**src/rtl/uee_cfg.svh**
```systemverilog
`ifndef UEE_CFG_SVH
`define UEE_CFG_SVH
// register byte offsets for endpoint 0; endpoints 1..3 follow at a fixed stride
`define UEE_OFS_ENABLE   12'h068
`define UEE_OFS_FLAGS    12'h06c
`define UEE_OFS_COUNTS   12'h070
`define UEE_OFS_CONFIG   12'h074
`define UEE_EP_STRIDE    12'h014
`define UEE_OFS_IRQ_SUM  12'h0c0
// field positions
`define UEE_BIT_XFER_ERR   7
`define UEE_BIT_STALL      6
`define UEE_BIT_NAK        5
`define UEE_BIT_IN_DATA    4
`define UEE_BIT_IN_TOKEN   3
`define UEE_BIT_OVERRUN    2
`define UEE_BIT_OUT_DATA   1
`define UEE_BIT_OUT_TOKEN  0
`define UEE_CNT0_LSB       0
`define UEE_CNT1_LSB       16
`define UEE_CFG_DBUF_BIT   23
`define UEE_CFG_LEN_LSB    10
// reset values
`define UEE_RST_ENABLE   8'h00
`define UEE_RST_FLAGS    8'h00
`define UEE_RST_COUNT    10'h000
`define UEE_RST_CONFIG   32'h1000_03ff
`define UEE_RD_ZERO      32'h0000_0000
`endif

```
**src/rtl/uee_pkg.sv**
```systemverilog
`default_nettype none
package uee_pkg;
  // slave answer state
  typedef enum logic [2:0] {
    UEE_IDLE = 3'b001,
    UEE_ACK  = 3'b010,
    UEE_DONE = 3'b100
  } uee_bus_st_t;
  // hardware event from packet engine for one endpoint
  typedef struct packed {
    logic       xfer_error;
    logic       stall_sent;
    logic       nak_sent;
    logic       in_acked;
    logic       in_token;
    logic       out_acked;
    logic       out_token;
    logic       out_done;
    logic [9:0] out_bytes;
    logic       out_buf1;
  } uee_evt_t;
endpackage
`default_nettype wire

```
**src/rtl/uee_ep_if.sv**
```systemverilog
`default_nettype none
interface uee_ep_if;
  logic [7:0]  wr_flags_clr;
  logic        wr_enable;
  logic        wr_counts;
  logic [31:0] wdata;
  logic [7:0]  enable;
  logic [7:0]  flags;
  logic [9:0]  cnt0;
  logic [9:0]  cnt1;
  logic        irq;
  modport ctl (output wr_flags_clr, output wr_enable, output wr_counts, output wdata,
               input enable, input flags, input cnt0, input cnt1, input irq);
  modport ep  (input wr_flags_clr, input wr_enable, input wr_counts, input wdata,
               output enable, output flags, output cnt0, output cnt1, output irq);
endinterface
`default_nettype wire

```
**src/rtl/uee_top.sv**
```systemverilog
`include "uee_cfg.svh"
`default_nettype none
// Function
// - per-endpoint eight enables, reset zero
// - bit 7 set on transaction error
// - bit 6 set on STALL answer
// - bit 5 set on NAK answer
// - bit 4 set after IN data acked
// - bit 3 set on any IN token
// - bit 2 set when OUT bytes exceed packet length
// - bit 1 set after OUT data acked
// - bit 0 set on OUT token
// - flags reset zero, write one clears
// - buffer-0 count bits 9:0, OUT loads it
// - buffer-1 count bits 25:16, reset zero
// - single buffer uses only buffer-0 count
// - config bit 23 selects double buffering
// - packet length bits 19:10 judges overrun
module uee_top #(
  parameter int NUM_EP = 4
) (
  input  wire logic                      mclk_i,
  input  wire logic                      reset_n_i,
  input  wire logic [11:0]               avs_address_i,
  input  wire logic                      avs_read_i,
  input  wire logic                      avs_write_i,
  input  wire logic [31:0]               avs_writedata_i,
  input  wire logic [3:0]                avs_byteenable_i,
  output logic [31:0]                    avs_readdata_o,
  output logic                           avs_waitrequest_o,
  input  wire uee_pkg::uee_evt_t [NUM_EP-1:0] evt_i,
  output logic [NUM_EP-1:0]              ep_irq_o,
  output logic                           irq_o
);
  uee_pkg::uee_bus_st_t st_r, st_nxt;
  logic [31:0] rd_r, rd_nxt;
  logic [31:0] cfg_r [NUM_EP];
  logic [31:0] cfg_nxt [NUM_EP];
  logic        req;
  logic [NUM_EP-1:0] irq_v;
  logic [31:0] rd_mux;

  uee_ep_if epif [NUM_EP] ();

  assign req = avs_read_i || avs_write_i;

  // ----------------------------------------
  // per-endpoint decode and state
  // ----------------------------------------
  genvar g;
  generate
    for (g = 0; g < NUM_EP; g++)
    begin : gen_ep
      localparam logic [11:0] BASE_E = `UEE_OFS_ENABLE + 12'(g) * `UEE_EP_STRIDE;
      localparam logic [11:0] BASE_F = `UEE_OFS_FLAGS  + 12'(g) * `UEE_EP_STRIDE;
      localparam logic [11:0] BASE_C = `UEE_OFS_COUNTS + 12'(g) * `UEE_EP_STRIDE;
      localparam logic [11:0] BASE_G = `UEE_OFS_CONFIG + 12'(g) * `UEE_EP_STRIDE;
      logic wr_now;
      assign wr_now = avs_write_i && (st_r == uee_pkg::UEE_ACK) && (&avs_byteenable_i);
      assign epif[g].wdata        = avs_writedata_i;
      assign epif[g].wr_enable    = wr_now && (avs_address_i == BASE_E);
      assign epif[g].wr_counts    = wr_now && (avs_address_i == BASE_C);
      assign epif[g].wr_flags_clr = (wr_now && (avs_address_i == BASE_F)) ? avs_writedata_i[7:0] : 8'h00;
      assign irq_v[g] = epif[g].irq;

      always_comb
      begin
        cfg_nxt[g] = cfg_r[g];
        if (wr_now && (avs_address_i == BASE_G))
          cfg_nxt[g] = avs_writedata_i;
      end

      always_ff @(posedge mclk_i or negedge reset_n_i)
      begin
        if (!reset_n_i)
          cfg_r[g] <= `UEE_RST_CONFIG;
        else
          cfg_r[g] <= cfg_nxt[g];
      end

      uee_ep u_ep (
        .mclk_i    (mclk_i),
        .reset_n_i (reset_n_i),
        .dbuf_i    (cfg_r[g][`UEE_CFG_DBUF_BIT]),
        .len_i     (cfg_r[g][`UEE_CFG_LEN_LSB +: 10]),
        .evt_i     (evt_i[g]),
        .bus       (epif[g])
      );
    end
  endgenerate

  // ----------------------------------------
  // read mux
  // ----------------------------------------
  always_comb
  begin
    rd_mux = `UEE_RD_ZERO;
    if (avs_address_i == `UEE_OFS_IRQ_SUM)
      rd_mux = 32'(irq_v);
    for (int i = 0; i < NUM_EP; i++)
    begin
      if (avs_address_i == `UEE_OFS_ENABLE + 12'(i) * `UEE_EP_STRIDE)
        rd_mux = {24'h000000, epif_enable(i)};
      if (avs_address_i == `UEE_OFS_FLAGS + 12'(i) * `UEE_EP_STRIDE)
        rd_mux = {24'h000000, epif_flags(i)};
      if (avs_address_i == `UEE_OFS_COUNTS + 12'(i) * `UEE_EP_STRIDE)
        rd_mux = {6'h00, epif_cnt1(i), 6'h00, epif_cnt0(i)};
      if (avs_address_i == `UEE_OFS_CONFIG + 12'(i) * `UEE_EP_STRIDE)
        rd_mux = cfg_r[i];
    end
  end

  // interface arrays need constant indices, so flatten them
  logic [7:0] en_a [NUM_EP];
  logic [7:0] fl_a [NUM_EP];
  logic [9:0] c0_a [NUM_EP];
  logic [9:0] c1_a [NUM_EP];
  generate
    for (g = 0; g < NUM_EP; g++)
    begin : gen_flat
      assign en_a[g] = epif[g].enable;
      assign fl_a[g] = epif[g].flags;
      assign c0_a[g] = epif[g].cnt0;
      assign c1_a[g] = epif[g].cnt1;
    end
  endgenerate

  function automatic logic [7:0] epif_enable(input int i);
    return en_a[i];
  endfunction
  function automatic logic [7:0] epif_flags(input int i);
    return fl_a[i];
  endfunction
  function automatic logic [9:0] epif_cnt0(input int i);
    return c0_a[i];
  endfunction
  function automatic logic [9:0] epif_cnt1(input int i);
    return c1_a[i];
  endfunction

  // ----------------------------------------
  // avalon slave: one wait cycle, then answer
  // ----------------------------------------
  always_comb
  begin
    st_nxt = st_r;
    rd_nxt = rd_r;
    unique case (st_r)
      uee_pkg::UEE_IDLE:
      begin
        if (req)
        begin
          st_nxt = uee_pkg::UEE_ACK;
          if (avs_read_i)
            rd_nxt = rd_mux;
        end
      end
      uee_pkg::UEE_ACK:
      begin
        st_nxt = uee_pkg::UEE_DONE;
      end
      uee_pkg::UEE_DONE:
        st_nxt = uee_pkg::UEE_IDLE;
      default:
        st_nxt = uee_pkg::UEE_IDLE;
    endcase
  end

  always_ff @(posedge mclk_i or negedge reset_n_i)
  begin
    if (!reset_n_i)
    begin
      st_r <= uee_pkg::UEE_IDLE;
      rd_r <= `UEE_RD_ZERO;
    end
    else
    begin
      st_r <= st_nxt;
      rd_r <= rd_nxt;
    end
  end

  // waitrequest drops in the ACK cycle; read data registered on entry to it
  assign avs_waitrequest_o = !(st_r == uee_pkg::UEE_ACK);
  assign avs_readdata_o    = rd_r;
  assign ep_irq_o          = irq_v;
  assign irq_o             = |irq_v;
endmodule
`default_nettype wire

```
**src/rtl/uee_ep.sv**
```systemverilog
`include "uee_cfg.svh"
`default_nettype none
module uee_ep (
  input  wire logic        mclk_i,
  input  wire logic        reset_n_i,
  input  wire logic        dbuf_i,
  input  wire logic [9:0]  len_i,
  input  wire uee_pkg::uee_evt_t evt_i,
  uee_ep_if.ep             bus
);
  logic [7:0] en_r, en_nxt, fl_r, fl_nxt, set_v;
  logic [9:0] c0_r, c0_nxt, c1_r, c1_nxt;
  logic       ovr;

  // ----------------------------------------
  // event flags and counts
  // ----------------------------------------
  always_comb
  begin
    ovr = evt_i.out_done && (evt_i.out_bytes > len_i);
    set_v = 8'h00;
    set_v[`UEE_BIT_XFER_ERR]  = evt_i.xfer_error;
    set_v[`UEE_BIT_STALL]     = evt_i.stall_sent;
    set_v[`UEE_BIT_NAK]       = evt_i.nak_sent;
    set_v[`UEE_BIT_IN_DATA]   = evt_i.in_acked;
    set_v[`UEE_BIT_IN_TOKEN]  = evt_i.in_token;
    set_v[`UEE_BIT_OVERRUN]   = ovr;
    set_v[`UEE_BIT_OUT_DATA]  = evt_i.out_acked;
    set_v[`UEE_BIT_OUT_TOKEN] = evt_i.out_token;
    fl_nxt = (fl_r & ~bus.wr_flags_clr) | set_v;
    en_nxt = bus.wr_enable ? bus.wdata[7:0] : en_r;
    c0_nxt = c0_r;
    c1_nxt = c1_r;
    if (bus.wr_counts)
    begin
      c0_nxt = bus.wdata[`UEE_CNT0_LSB +: 10];
      c1_nxt = bus.wdata[`UEE_CNT1_LSB +: 10];
    end
    if (evt_i.out_done)
    begin
      // single buffer always counts in buffer 0
      if (dbuf_i && evt_i.out_buf1)
        c1_nxt = evt_i.out_bytes;
      else
        c0_nxt = evt_i.out_bytes;
    end
  end

  always_ff @(posedge mclk_i or negedge reset_n_i)
  begin
    if (!reset_n_i)
    begin
      en_r <= `UEE_RST_ENABLE;
      fl_r <= `UEE_RST_FLAGS;
      c0_r <= `UEE_RST_COUNT;
      c1_r <= `UEE_RST_COUNT;
    end
    else
    begin
      en_r <= en_nxt;
      fl_r <= fl_nxt;
      c0_r <= c0_nxt;
      c1_r <= c1_nxt;
    end
  end

  assign bus.enable = en_r;
  assign bus.flags  = fl_r;
  assign bus.cnt0   = c0_r;
  assign bus.cnt1   = c1_r;
  assign bus.irq    = |(fl_r & en_r);
endmodule
`default_nettype wire

```
**config.mk**
```make
export PLATFORM = sky130hd
export DESIGN_NAME = uee_top
export DESIGN_NICKNAME = d
export VERILOG_FILES = /design/src/rtl/uee_pkg.sv /design/src/rtl/uee_ep_if.sv /design/src/rtl/uee_top.sv /design/src/rtl/uee_ep.sv
export VERILOG_INCLUDE_DIRS = /design/src /design/src/rtl
export SDC_FILE = /design/constraint.sdc
export NUM_CORES = 1
export LEC_CHECK = 0
export BUFFER_PORTS_ARGS = -buffer_cell sky130_fd_sc_hd__buf_2
export CORE_MARGIN = 2
export CORE_UTILIZATION = 45
export DETAILED_ROUTE_END_ITERATION = 16
export PLACE_DENSITY = 0.65
export SLEW_MARGIN = 10
export SYNTH_ARGS = -nofsm -noshare
export SYNTH_HDL_FRONTEND = slang
export SYNTH_SLANG_ARGS = --single-unit
```
**constraint.sdc**
```tcl
create_clock -name mclk_i -period 3.9 [get_ports mclk_i]
set_input_delay 0.195 -clock mclk_i [delete_from_list [all_inputs] [get_ports mclk_i]]
set_output_delay 0.195 -clock mclk_i [all_outputs]
set_load 0.01 [all_outputs]
```
==> results of run 1 <==
## logic make-up after synthesis
kind of cell / share of synthesized area, %
flops: 47.9
compound gates: 17.6
buf+inv: 4.29
fa+ha+maj: 3.10
mux: 17.1
simple gates: 10.0
## critical path, stage by stage, from the launching register on
cell      delay [ns]
dfrtp_1         0.39
nor3b_2         0.31
nand3_1         0.73
nand2b_1        0.50
nor2_1          0.66
nand2_1         0.21
a32o_1          0.25
## cell usage in the layout (no fill, tap or decap), types with 40 or more instances in the layout
cell type	instances
dlygate4sd3_1	86
nor2_1	48
nand2_1	160
inv_1	50
mux2_2	136
dfstp_2	45
buf_2	164
a21oi_1	61
o21ai_0	165
dfrtp_1	262
mux2i_1	90
ha_1	40
## flip-flops by register name, indices dropped and copies added, names as in the netlist
name / cells
st_r: 3
cfg_r: 128
avs_readdata_o: 32
gen_ep.u_ep.bus.enable: 32
gen_ep.u_ep.bus.cnt1: 40
gen_ep.u_ep.bus.flags: 32
gen_ep.u_ep.bus.cnt0: 40
## how the worst max path moves through the flow
| stage | start | end | cells past startpoint |
|---|---|---|---|
| finish | st_r[2] | gen_ep[0].u_ep.bus.flags[2] | 6 |
| global route | st_r[2] | gen_ep[0].u_ep.bus.flags[2] | 6 |
| CTS | st_r[2] | gen_ep[0].u_ep.bus.flags[2] | 6 |
| detailed placement | st_r[2] | gen_ep[0].u_ep.bus.flags[2] | 6 |
| global placement | st_r[2] | gen_ep[0].u_ep.bus.flags[2] | 6 |
| floorplan | st_r[2] | gen_ep[1].u_ep.bus.enable[0] | 5 |
## final cells by class
class	instances	area share [%]
timing repair buffer	289	10.4
clock buffer	51	5.17
sequential	307	39.8
multi-input combinational	1064	40.0
inverter	50	0.965
tap	461	2.97
clock inverter	13	0.695
## metal layers
| metal | global-route usage (%) | up-vias |
|---|---|---|
| li1 | - | 6046 |
| met1 | 40.4 | 6824 |
| met2 | 47.3 | 617 |
| met3 | 4.17 | 141 |
| met4 | 12.6 | 2 |
| met5 | 0 | - |
## power by group through the flow
stage                     Clock, mW  Combinational (mW)  Sequential [mW]
after floorplan                   0               0.493             3.51
after global placement            0                1.03             3.51
after detailed placement          0                1.06             3.51
after CTS                      3.31                1.14             3.46
after global routing           3.45                1.25             3.48
final                          3.26                1.15             3.47
## per-stage QoR
| step | instance area, um2 | total power, mW | hold slack, ns | std cells |
|---|---|---|---|---|
| floorplan | 16200 | 4.00 | -0.101 | 1529 |
| global placement | 17400 | 4.55 | 0.306 | 2085 |
| detailed placement | 17400 | 4.57 | 0.304 | 2085 |
| CTS | 19400 | 7.91 | 0.00635 | 2235 |
| global route | 19400 | 8.18 | 0.0283 | 2235 |
| finish | 19400 | 7.87 | 0.0207 | 2235 |
==> results.toml, run 1 <==
[run_status]
status = "finished clean"

[grt]
grt_overflow_total = 0
grt_pass1_wl_um = 85300
track_usage_pct = 29.6
grt_max_degree = 108
grt_pass1_vias = 13758
antenna_found_initial = 1

[power_and_ir_drop]
p_leak_nw = 8.35
clkPwrFrac_pct = 41.4
p_int_mw = 5.66
p_seq_share_pct = 44.0
switching_share_pct = 28.2
power_density_nw_per_um2 = 405
pwr-share-comb_pct = 14.6
vdd_ir_drop_max_mv = 0.448
p_sw_mw = 2.22

[floorplan]
top_level_ports = 166
dieArea_um2 = 37400
die_y_um = 194
rows = 69
core_um2 = 35500
initial_utilization_pct = 45.5
dieWidth_um = 194

[finish]
fin_util_pct = 54.8
fillCellCount = 3201
area_growth_pct = 20.3
diodes = 0
multi_input_area_um2 = 7770
drive_above_1_share_pct = 26.3
regArea_um2 = 7740
nets = 1915

[routing]
drt_wl_total_um = 55800
via_count = 13630
drt_iter0_drc = 1381
viasPerCell = 6.10
drc = 0
dr_wl_met2_um = 25900
wl_met1_um = 23500
firstDrtPassIters = 5
dr.max_layer_used = "met5"
drtAntennaViolNets = 0
wl_per_cell_um = 25.0
wl_met3_um = 3800

[critical_path]
ff2ff_setup_slack_ns = 0.73
critPathMaxFanout = 10
rr_startpoint = "st_r[2]"
rr_worst_depth = 6
crit_type = "reg -> reg"
cp.arrival_ns = 3.60
required_ns = 4.32
cp-end-kind = "flip-flop"
r2r_end = "gen_ep[0].u_ep.bus.flags[2]"
cp-start-kind = "flip-flop"

[clocking]
clock_latency_ns = 0.54
cts_made_buffers = 35
cts_setup_buffers = 0
clkSinkCount = 307
cts_hold_buffers = 86
htree_levels = 2
clkSlewWorstSetupHoldPaths_ns = 0.06
cts_tree = "done"
cts_root_buffer = "clkbuf_16"
cts_resized = 0
clock_path_buffers = 3

[synth]
ys_seq_area_share_pct = 47.9
synth-edff-count = 0
yosysWarnings = 0
synthFlopType = "dfrtp_1"
synth.ff_latch_count = 307
synth_top_area_cell = "dfrtp_1"
syn_inst = 1529
yosysMostFrequentCell = "dfrtp_1"
synthDistinctLibCells = 72
netlist_top_cells_count = "dfrtp_1, o21ai_0, nand2_1, mux2_2, mux2i_1"
synth_top_area_share_pct = 40.6
synth_area_per_cell_um2 = 10.6
synth_area_um2 = 16200
synthesis.nets = 1697
synth_top_cells_by_area = "dfrtp_1, mux2_2, dfstp_2"
async_reset_ff_share_pct = 100

[min_path]
holdPathEnd = "cfg_r[50]"
hp-start = "avs_writedata_i[18]"
min_path_type = "in -> reg"
hold_path_depth = 3

[placement]
gp_congestion = 0.992
pre_cts_ws_ns = 0.851
portBuffers = 165
dp_hpwl_um = 39600

[sta]
skew_ns = 0.0183
setup_tns_ns = 0
max_freq_mhz = 315
hold_violations = 0
rsz0062_at_grt = "false"
fin_crit_sh_pct = 81.4
max_slew.worst_pin.slew_ns = 1.17
setup_violations = 0
relSlewSlack_pct = 21.7
period_minus_slack_ns = 3.17
drv_slew = 0
fin_ws_ns = 0.727

[job]
maxCapViolations = 0
Power figures use the tool's default switching activity.
==> run 2: changes to the inputs <==
--- a/config.mk
+++ b/config.mk
@@ -10,7 +10,7 @@
 export CORE_MARGIN = 2
 export CORE_UTILIZATION = 45
 export DETAILED_ROUTE_END_ITERATION = 16
-export PLACE_DENSITY = 0.65
+export PLACE_DENSITY = 0.67
 export SLEW_MARGIN = 10
 export SYNTH_ARGS = -nofsm -noshare
 export SYNTH_HDL_FRONTEND = slang
==> constraint.sdc (replaced) <==
create_clock -name mclk_i -period 2.75 [get_ports mclk_i]
set_input_delay 0.1375 -clock mclk_i [delete_from_list [all_inputs] [get_ports mclk_i]]
set_output_delay 0.1375 -clock mclk_i [all_outputs]
set_load 0.01 [all_outputs]
==> results.toml, run 2 (synthesized netlist as in run 1, its figures left out) <==
[run_status]
status = "finished clean"

[critical_path]
rr_worst_depth = 8
rr_startpoint = "st_r[2]"
cp-end-kind = "flip-flop"
cpMaxStageDelayCell = "dlygate4sd3_1"
cp-start-kind = "flip-flop"
ff2ff_setup_slack_ns = 0.17
cp_slowest_stage_delay_ns = 0.57
crit_chain = "nor3b_4 -> nand3_1 -> buf_4 -> nor3_2 -> buf_12 -> mux2i_1 -> o21ai_0 -> dlygate4sd3_1"
required_ns = 3.19
critPathMaxFanout = 20
cp.arrival_ns = 3.02
crit_type = "reg -> reg"
r2r_end = "gen_ep[0].u_ep.bus.cnt0[8]"

[routing]
drt_wl_total_um = 59600
drtAntennaViolNets = 0
drc = 0
firstDrtPassIters = 5
viasPerCell = 6.18
wl_per_cell_um = 26.0
via_count = 14151
drt_iter0_drc = 1295

[grt]
grt_pass1_vias = 14396
antenna_found_initial = 0
track_usage_pct = 31.6
grt_overflow_total = 0
grt_pass1_wl_um = 90000
grt_max_degree = 100

[finish]
final_cells = 2290
nets = 1970
area_growth_pct = 23.3
fin_util_pct = 56.2
final_common_cell = "dfrtp_1"
stdcell_area_um2 = 19900
diodes = 0
top_register = "cfg_r"
layout_common_cells = "dfrtp_1, o21ai_0, buf_2"
drive_above_1_share_pct = 27.7
largest_register_ffs = 128

[floorplan]
rows = 69
dieWidth_um = 194
core_um2 = 35500
die_y_um = 194
top_level_ports = 166
dieArea_um2 = 37400
initial_utilization_pct = 45.5

[placement]
dpl_cell_area_um2 = 17800
portBuffers = 165
dp.cells = 2125
dp_hpwl_um = 42200
pre_cts_ws_ns = 0.277
gp_congestion = 1.01

[sta]
skew_ns = 0.0309
relSlewSlack_pct = 22.1
drv_slew = 0
hold_violations = 0
setup_tns_ns = 0
period_minus_slack_ns = 2.58
hold_slack_ns = 0.0197
max_slew.worst_pin.slew_ns = 1.16
fin_ws_ns = 0.167
setup_violations = 0
rsz0062_at_grt = "false"
max_freq_mhz = 387
fin_crit_sh_pct = 93.9

[clocking]
clkSinkCount = 307
cts_tree = "done"
clock_latency_ns = 0.58
clock_path_buffers = 3
clkSlewWorstSetupHoldPaths_ns = 0.07
cts_setup_buffers = 0
htree_levels = 2
cts_root_buffer = "clkbuf_16"
cts_made_buffers = 35

[power_and_ir_drop]
power_mw = 11.2
vdd_ir_drop_max_mv = 0.515
p_leak_nw = 8.62
power_density_nw_per_um2 = 561

[job]
maxCapViolations = 0

[min_path]
hold_path_depth = 3
hp-start = "avs_writedata_i[23]"
holdPathEnd = "gen_ep[3].u_ep.bus.cnt1[7]"
min_path_type = "in -> reg"
==> run 2: cell count changes in the layout (fill, tap and decap cells not counted), moves of 2 or more <==
cell	delta
buf_4	+35
clkinv_4	+2
buf_12	+4
clkbuf_8	-2
dlygate4sd3_1	+14
clkbuf_1	+2
==> run 2: critical path, delay by kind of cell (launching register included) <==
family          cells  cell delay, ns
compound gates      1            0.09
simple gates        3            0.72
mux                 1            0.19
buf+inv             3            1.06
flops               1            0.41
==> run 2: what timing repair did <==
action / in CTS / in global routing
resized for setup: 0 / 5
endpoints found under the hold margin: 471 / 0
setup endpoints to repair: 0 / 1
hold buffers: 100 / 0
==> run 2: layout make-up <==
cell class                 instances  area, um2
fill                            3072      15500
clock buffer                      51        986
sequential                       307       7740
inverter                          50        188
timing repair buffer             344       2540
tap                              461        577
multi-input combinational       1064       7790
clock inverter                    13        120
==> run 2: worst max-delay path by stage <==
stage / startpoint / end / slack [ns]
after global placement: avs_address_i[4] / avs_readdata_o[1] / 0.27
final: st_r[2] / gen_ep[0].u_ep.bus.cnt0[8] / 0.17
after detailed placement: avs_address_i[9] / gen_ep[0].u_ep.bus.flags[0] / 0.28
after floorplan: st_r[2] / gen_ep[1].u_ep.bus.enable[0] / 0.67
after global routing: st_r[2] / gen_ep[2].u_ep.bus.cnt0[8] / 0.06
after CTS: st_r[2] / gen_ep[1].u_ep.bus.cnt1[6] / 0.02
==> run 2: per-layer routing <==
layer  part of all wire [%]  track usage [%]  routed length, um
met5                      0                0                  0
met4                    5.0             14.5               2970
met3                    7.2             5.70               4300
met2                     47             51.1              28100
met1                     41             41.5              24300
==> run 2: power by group <==
part	switching [mW]	total [mW]	internal [mW]
combinational	1.03	1.69	0.659
sequential	0.195	4.93	4.74
clock	2.04	4.57	2.53
==> run 3: changes to the inputs <==
--- a/config.mk
+++ b/config.mk
@@ -11,6 +11,7 @@
 export CORE_UTILIZATION = 45
 export DETAILED_ROUTE_END_ITERATION = 16
 export PLACE_DENSITY = 0.67
+export RECOVER_POWER = 25
 export SLEW_MARGIN = 10
 export SYNTH_ARGS = -nofsm -noshare
 export SYNTH_HDL_FRONTEND = slang
==> results.toml, run 3 (synthesized netlist as in run 1, its figures left out) <==
[run_status]
status = "finished with violations"
violations = "capacitance limit, slew limit"

[grt]
grt_pass1_wl_um = 90000
grt_pass1_vias = 14396
track_usage_pct = 31.6
antenna_found_initial = 0
gr-usage-met1_pct = 41.5
grt_overflow_total = 0
met3_usage_pct = 5.70
grt.busiest_layer = "met2"
gr-usage-met2_pct = 51.1
grt_max_degree = 100

[critical_path]
crit_type = "reg -> reg"
cp-end-kind = "flip-flop"
crit_cells = 8
cp-start-kind = "flip-flop"
rr_worst_depth = 8
cp.arrival_ns = 3.02
crit_chain = "nor3b_4 -> nand3_1 -> buf_4 -> nor3_2 -> buf_12 -> mux2i_1 -> o21ai_0 -> dlygate4sd3_1"
cp_top_family = "buffers and inverters"
critPathMaxFanout = 20
cpMaxStageDelayCell = "dlygate4sd3_1"
cp_num_buf_inv = 3
required_ns = 3.19
cp_slowest_stage_delay_ns = 0.57

[finish]
largest_register_ffs = 128
top_register = "cfg_r"
area_growth_pct = 23.3
nets = 1970
layout_common_cells = "dfrtp_1, o21ai_0, buf_2"
stdcell_area_um2 = 19900
fillCellCount = 3072
final_common_cell = "dfrtp_1"
multi_input_area_um2 = 7790
fin_util_pct = 56.1
diodes = 0
drive_above_1_share_pct = 27.6
regArea_um2 = 7740

[clocking]
htree_levels = 2
cts_made_buffers = 35
clock_path_buffers = 3
cts_tree = "done"
clkSinkCount = 307
clkSlewWorstSetupHoldPaths_ns = 0.07
clock_latency_ns = 0.58
cts_setup_buffers = 0
cts_root_buffer = "clkbuf_16"

[power_and_ir_drop]
power_density_nw_per_um2 = 561
p_leak_nw = 8.61
vdd_ir_drop_max_mv = 0.513

[routing]
drt_wl_total_um = 59600
firstDrtPassIters = 5
drt_iter0_drc = 1309
via_count = 14105
wl_per_cell_um = 26.0
viasPerCell = 6.16
drc = 0
drtAntennaViolNets = 0

[sta]
hold_slack_ns = 0.0181
relSlewSlack_pct = -32.8
period_minus_slack_ns = 2.58
hold_violations = 0
skew_ns = 0.0287
drv_slew = 30
max_freq_mhz = 388
max_slew.worst_pin.slew_ns = 1.99
fin_crit_sh_pct = 93.7
setup_tns_ns = 0
rsz0062_at_grt = "false"
setup_violations = 0

[floorplan]
top_level_ports = 166
dieArea_um2 = 37400
die_y_um = 194
rows = 69
initial_utilization_pct = 45.5
core_um2 = 35500
dieWidth_um = 194

[placement]
gp_congestion = 1.01
dp_hpwl_um = 42200
dpl_cell_area_um2 = 17800
portBuffers = 165

[job]
maxCapViolations = 1

[min_path]
hold_path_depth = 3
min_path_type = "in -> reg"
## run 3: cell types whose count changed in the layout (fill, tap and decap cells not counted), sizes merged
cell | previous run | this run
buf | 243 | 242
clkbuf | 52 | 53
## run 3: timing repair
action | in CTS | in global routing
hold buffers | 100 | 0
gates resized for setup | 0 | 5
hold endpoints to repair | 471 | 0
endpoints found under the setup margin | 0 | 1
## run 3: report_power, final
group          total, mW  switching, mW  internal [mW]
registers           4.93          0.196           4.74
logic               1.69           1.03          0.658
clock network       4.57           2.03           2.53
## run 3: area by class of cell
| cell class | instances | area share, % |
|---|---|---|
| clock buffers | 51 | 4.95 |
| flip-flops and latches | 307 | 38.8 |
| well taps | 461 | 2.90 |
| inverters | 50 | 0.942 |
| multi-input cells | 1064 | 39.1 |
| clock inverters | 13 | 0.603 |
| repair buffers | 344 | 12.7 |
## run 3: path summary, 6_finish.rpt
kind / end / from / slack, ns
setup / recovery: gen_ep[0].u_ep.bus.cnt0[8] / st_r[2] / 0.17
hold / removal: gen_ep[3].u_ep.bus.cnt1[7] / avs_writedata_i[23] / 0.02
setup reg to reg: gen_ep[0].u_ep.bus.cnt0[8] / st_r[2] / 0.17
hold reg to reg: avs_readdata_o[12] / avs_readdata_o[12] / 0.48
max in group asynchronous: gen_ep[3].u_ep.bus.cnt0[5] / reset_n_i / 0.69
min in group asynchronous: gen_ep[1].u_ep.bus.flags[4] / reset_n_i / 0.69
## run 3: per-stage QoR
step	setup WS [ns]	power (mW)	cells
floorplan	0.674	5.67	1529
global placement	0.269	6.49	2125
detailed placement	0.277	6.52	2125
CTS	0.0193	11.2	2289
global route	0.0556	11.6	2290
finish	0.174	11.2	2290
## run 3: worst reg2reg max path, stage by stage (launching register included)
cell	delay [ns]
dfrtp_1	0.41
nor3b_4	0.27
nand3_1	0.11
buf_4	0.24
nor3_2	0.35
buf_12	0.25
mux2i_1	0.20
o21ai_0	0.09
dlygate4sd3_1	0.57
## run 3: layer usage
| metal | share of wire, % | vias up | wire length [um] |
|---|---|---|---|
| li1 | - | 6171 | - |
| met5 | 0 | - | 0 |
| met3 | 6.6 | 168 | 3930 |
| met2 | 47 | 652 | 28000 |
| met1 | 41 | 7114 | 24700 |
| met4 | 5.0 | 0 | 3010 |
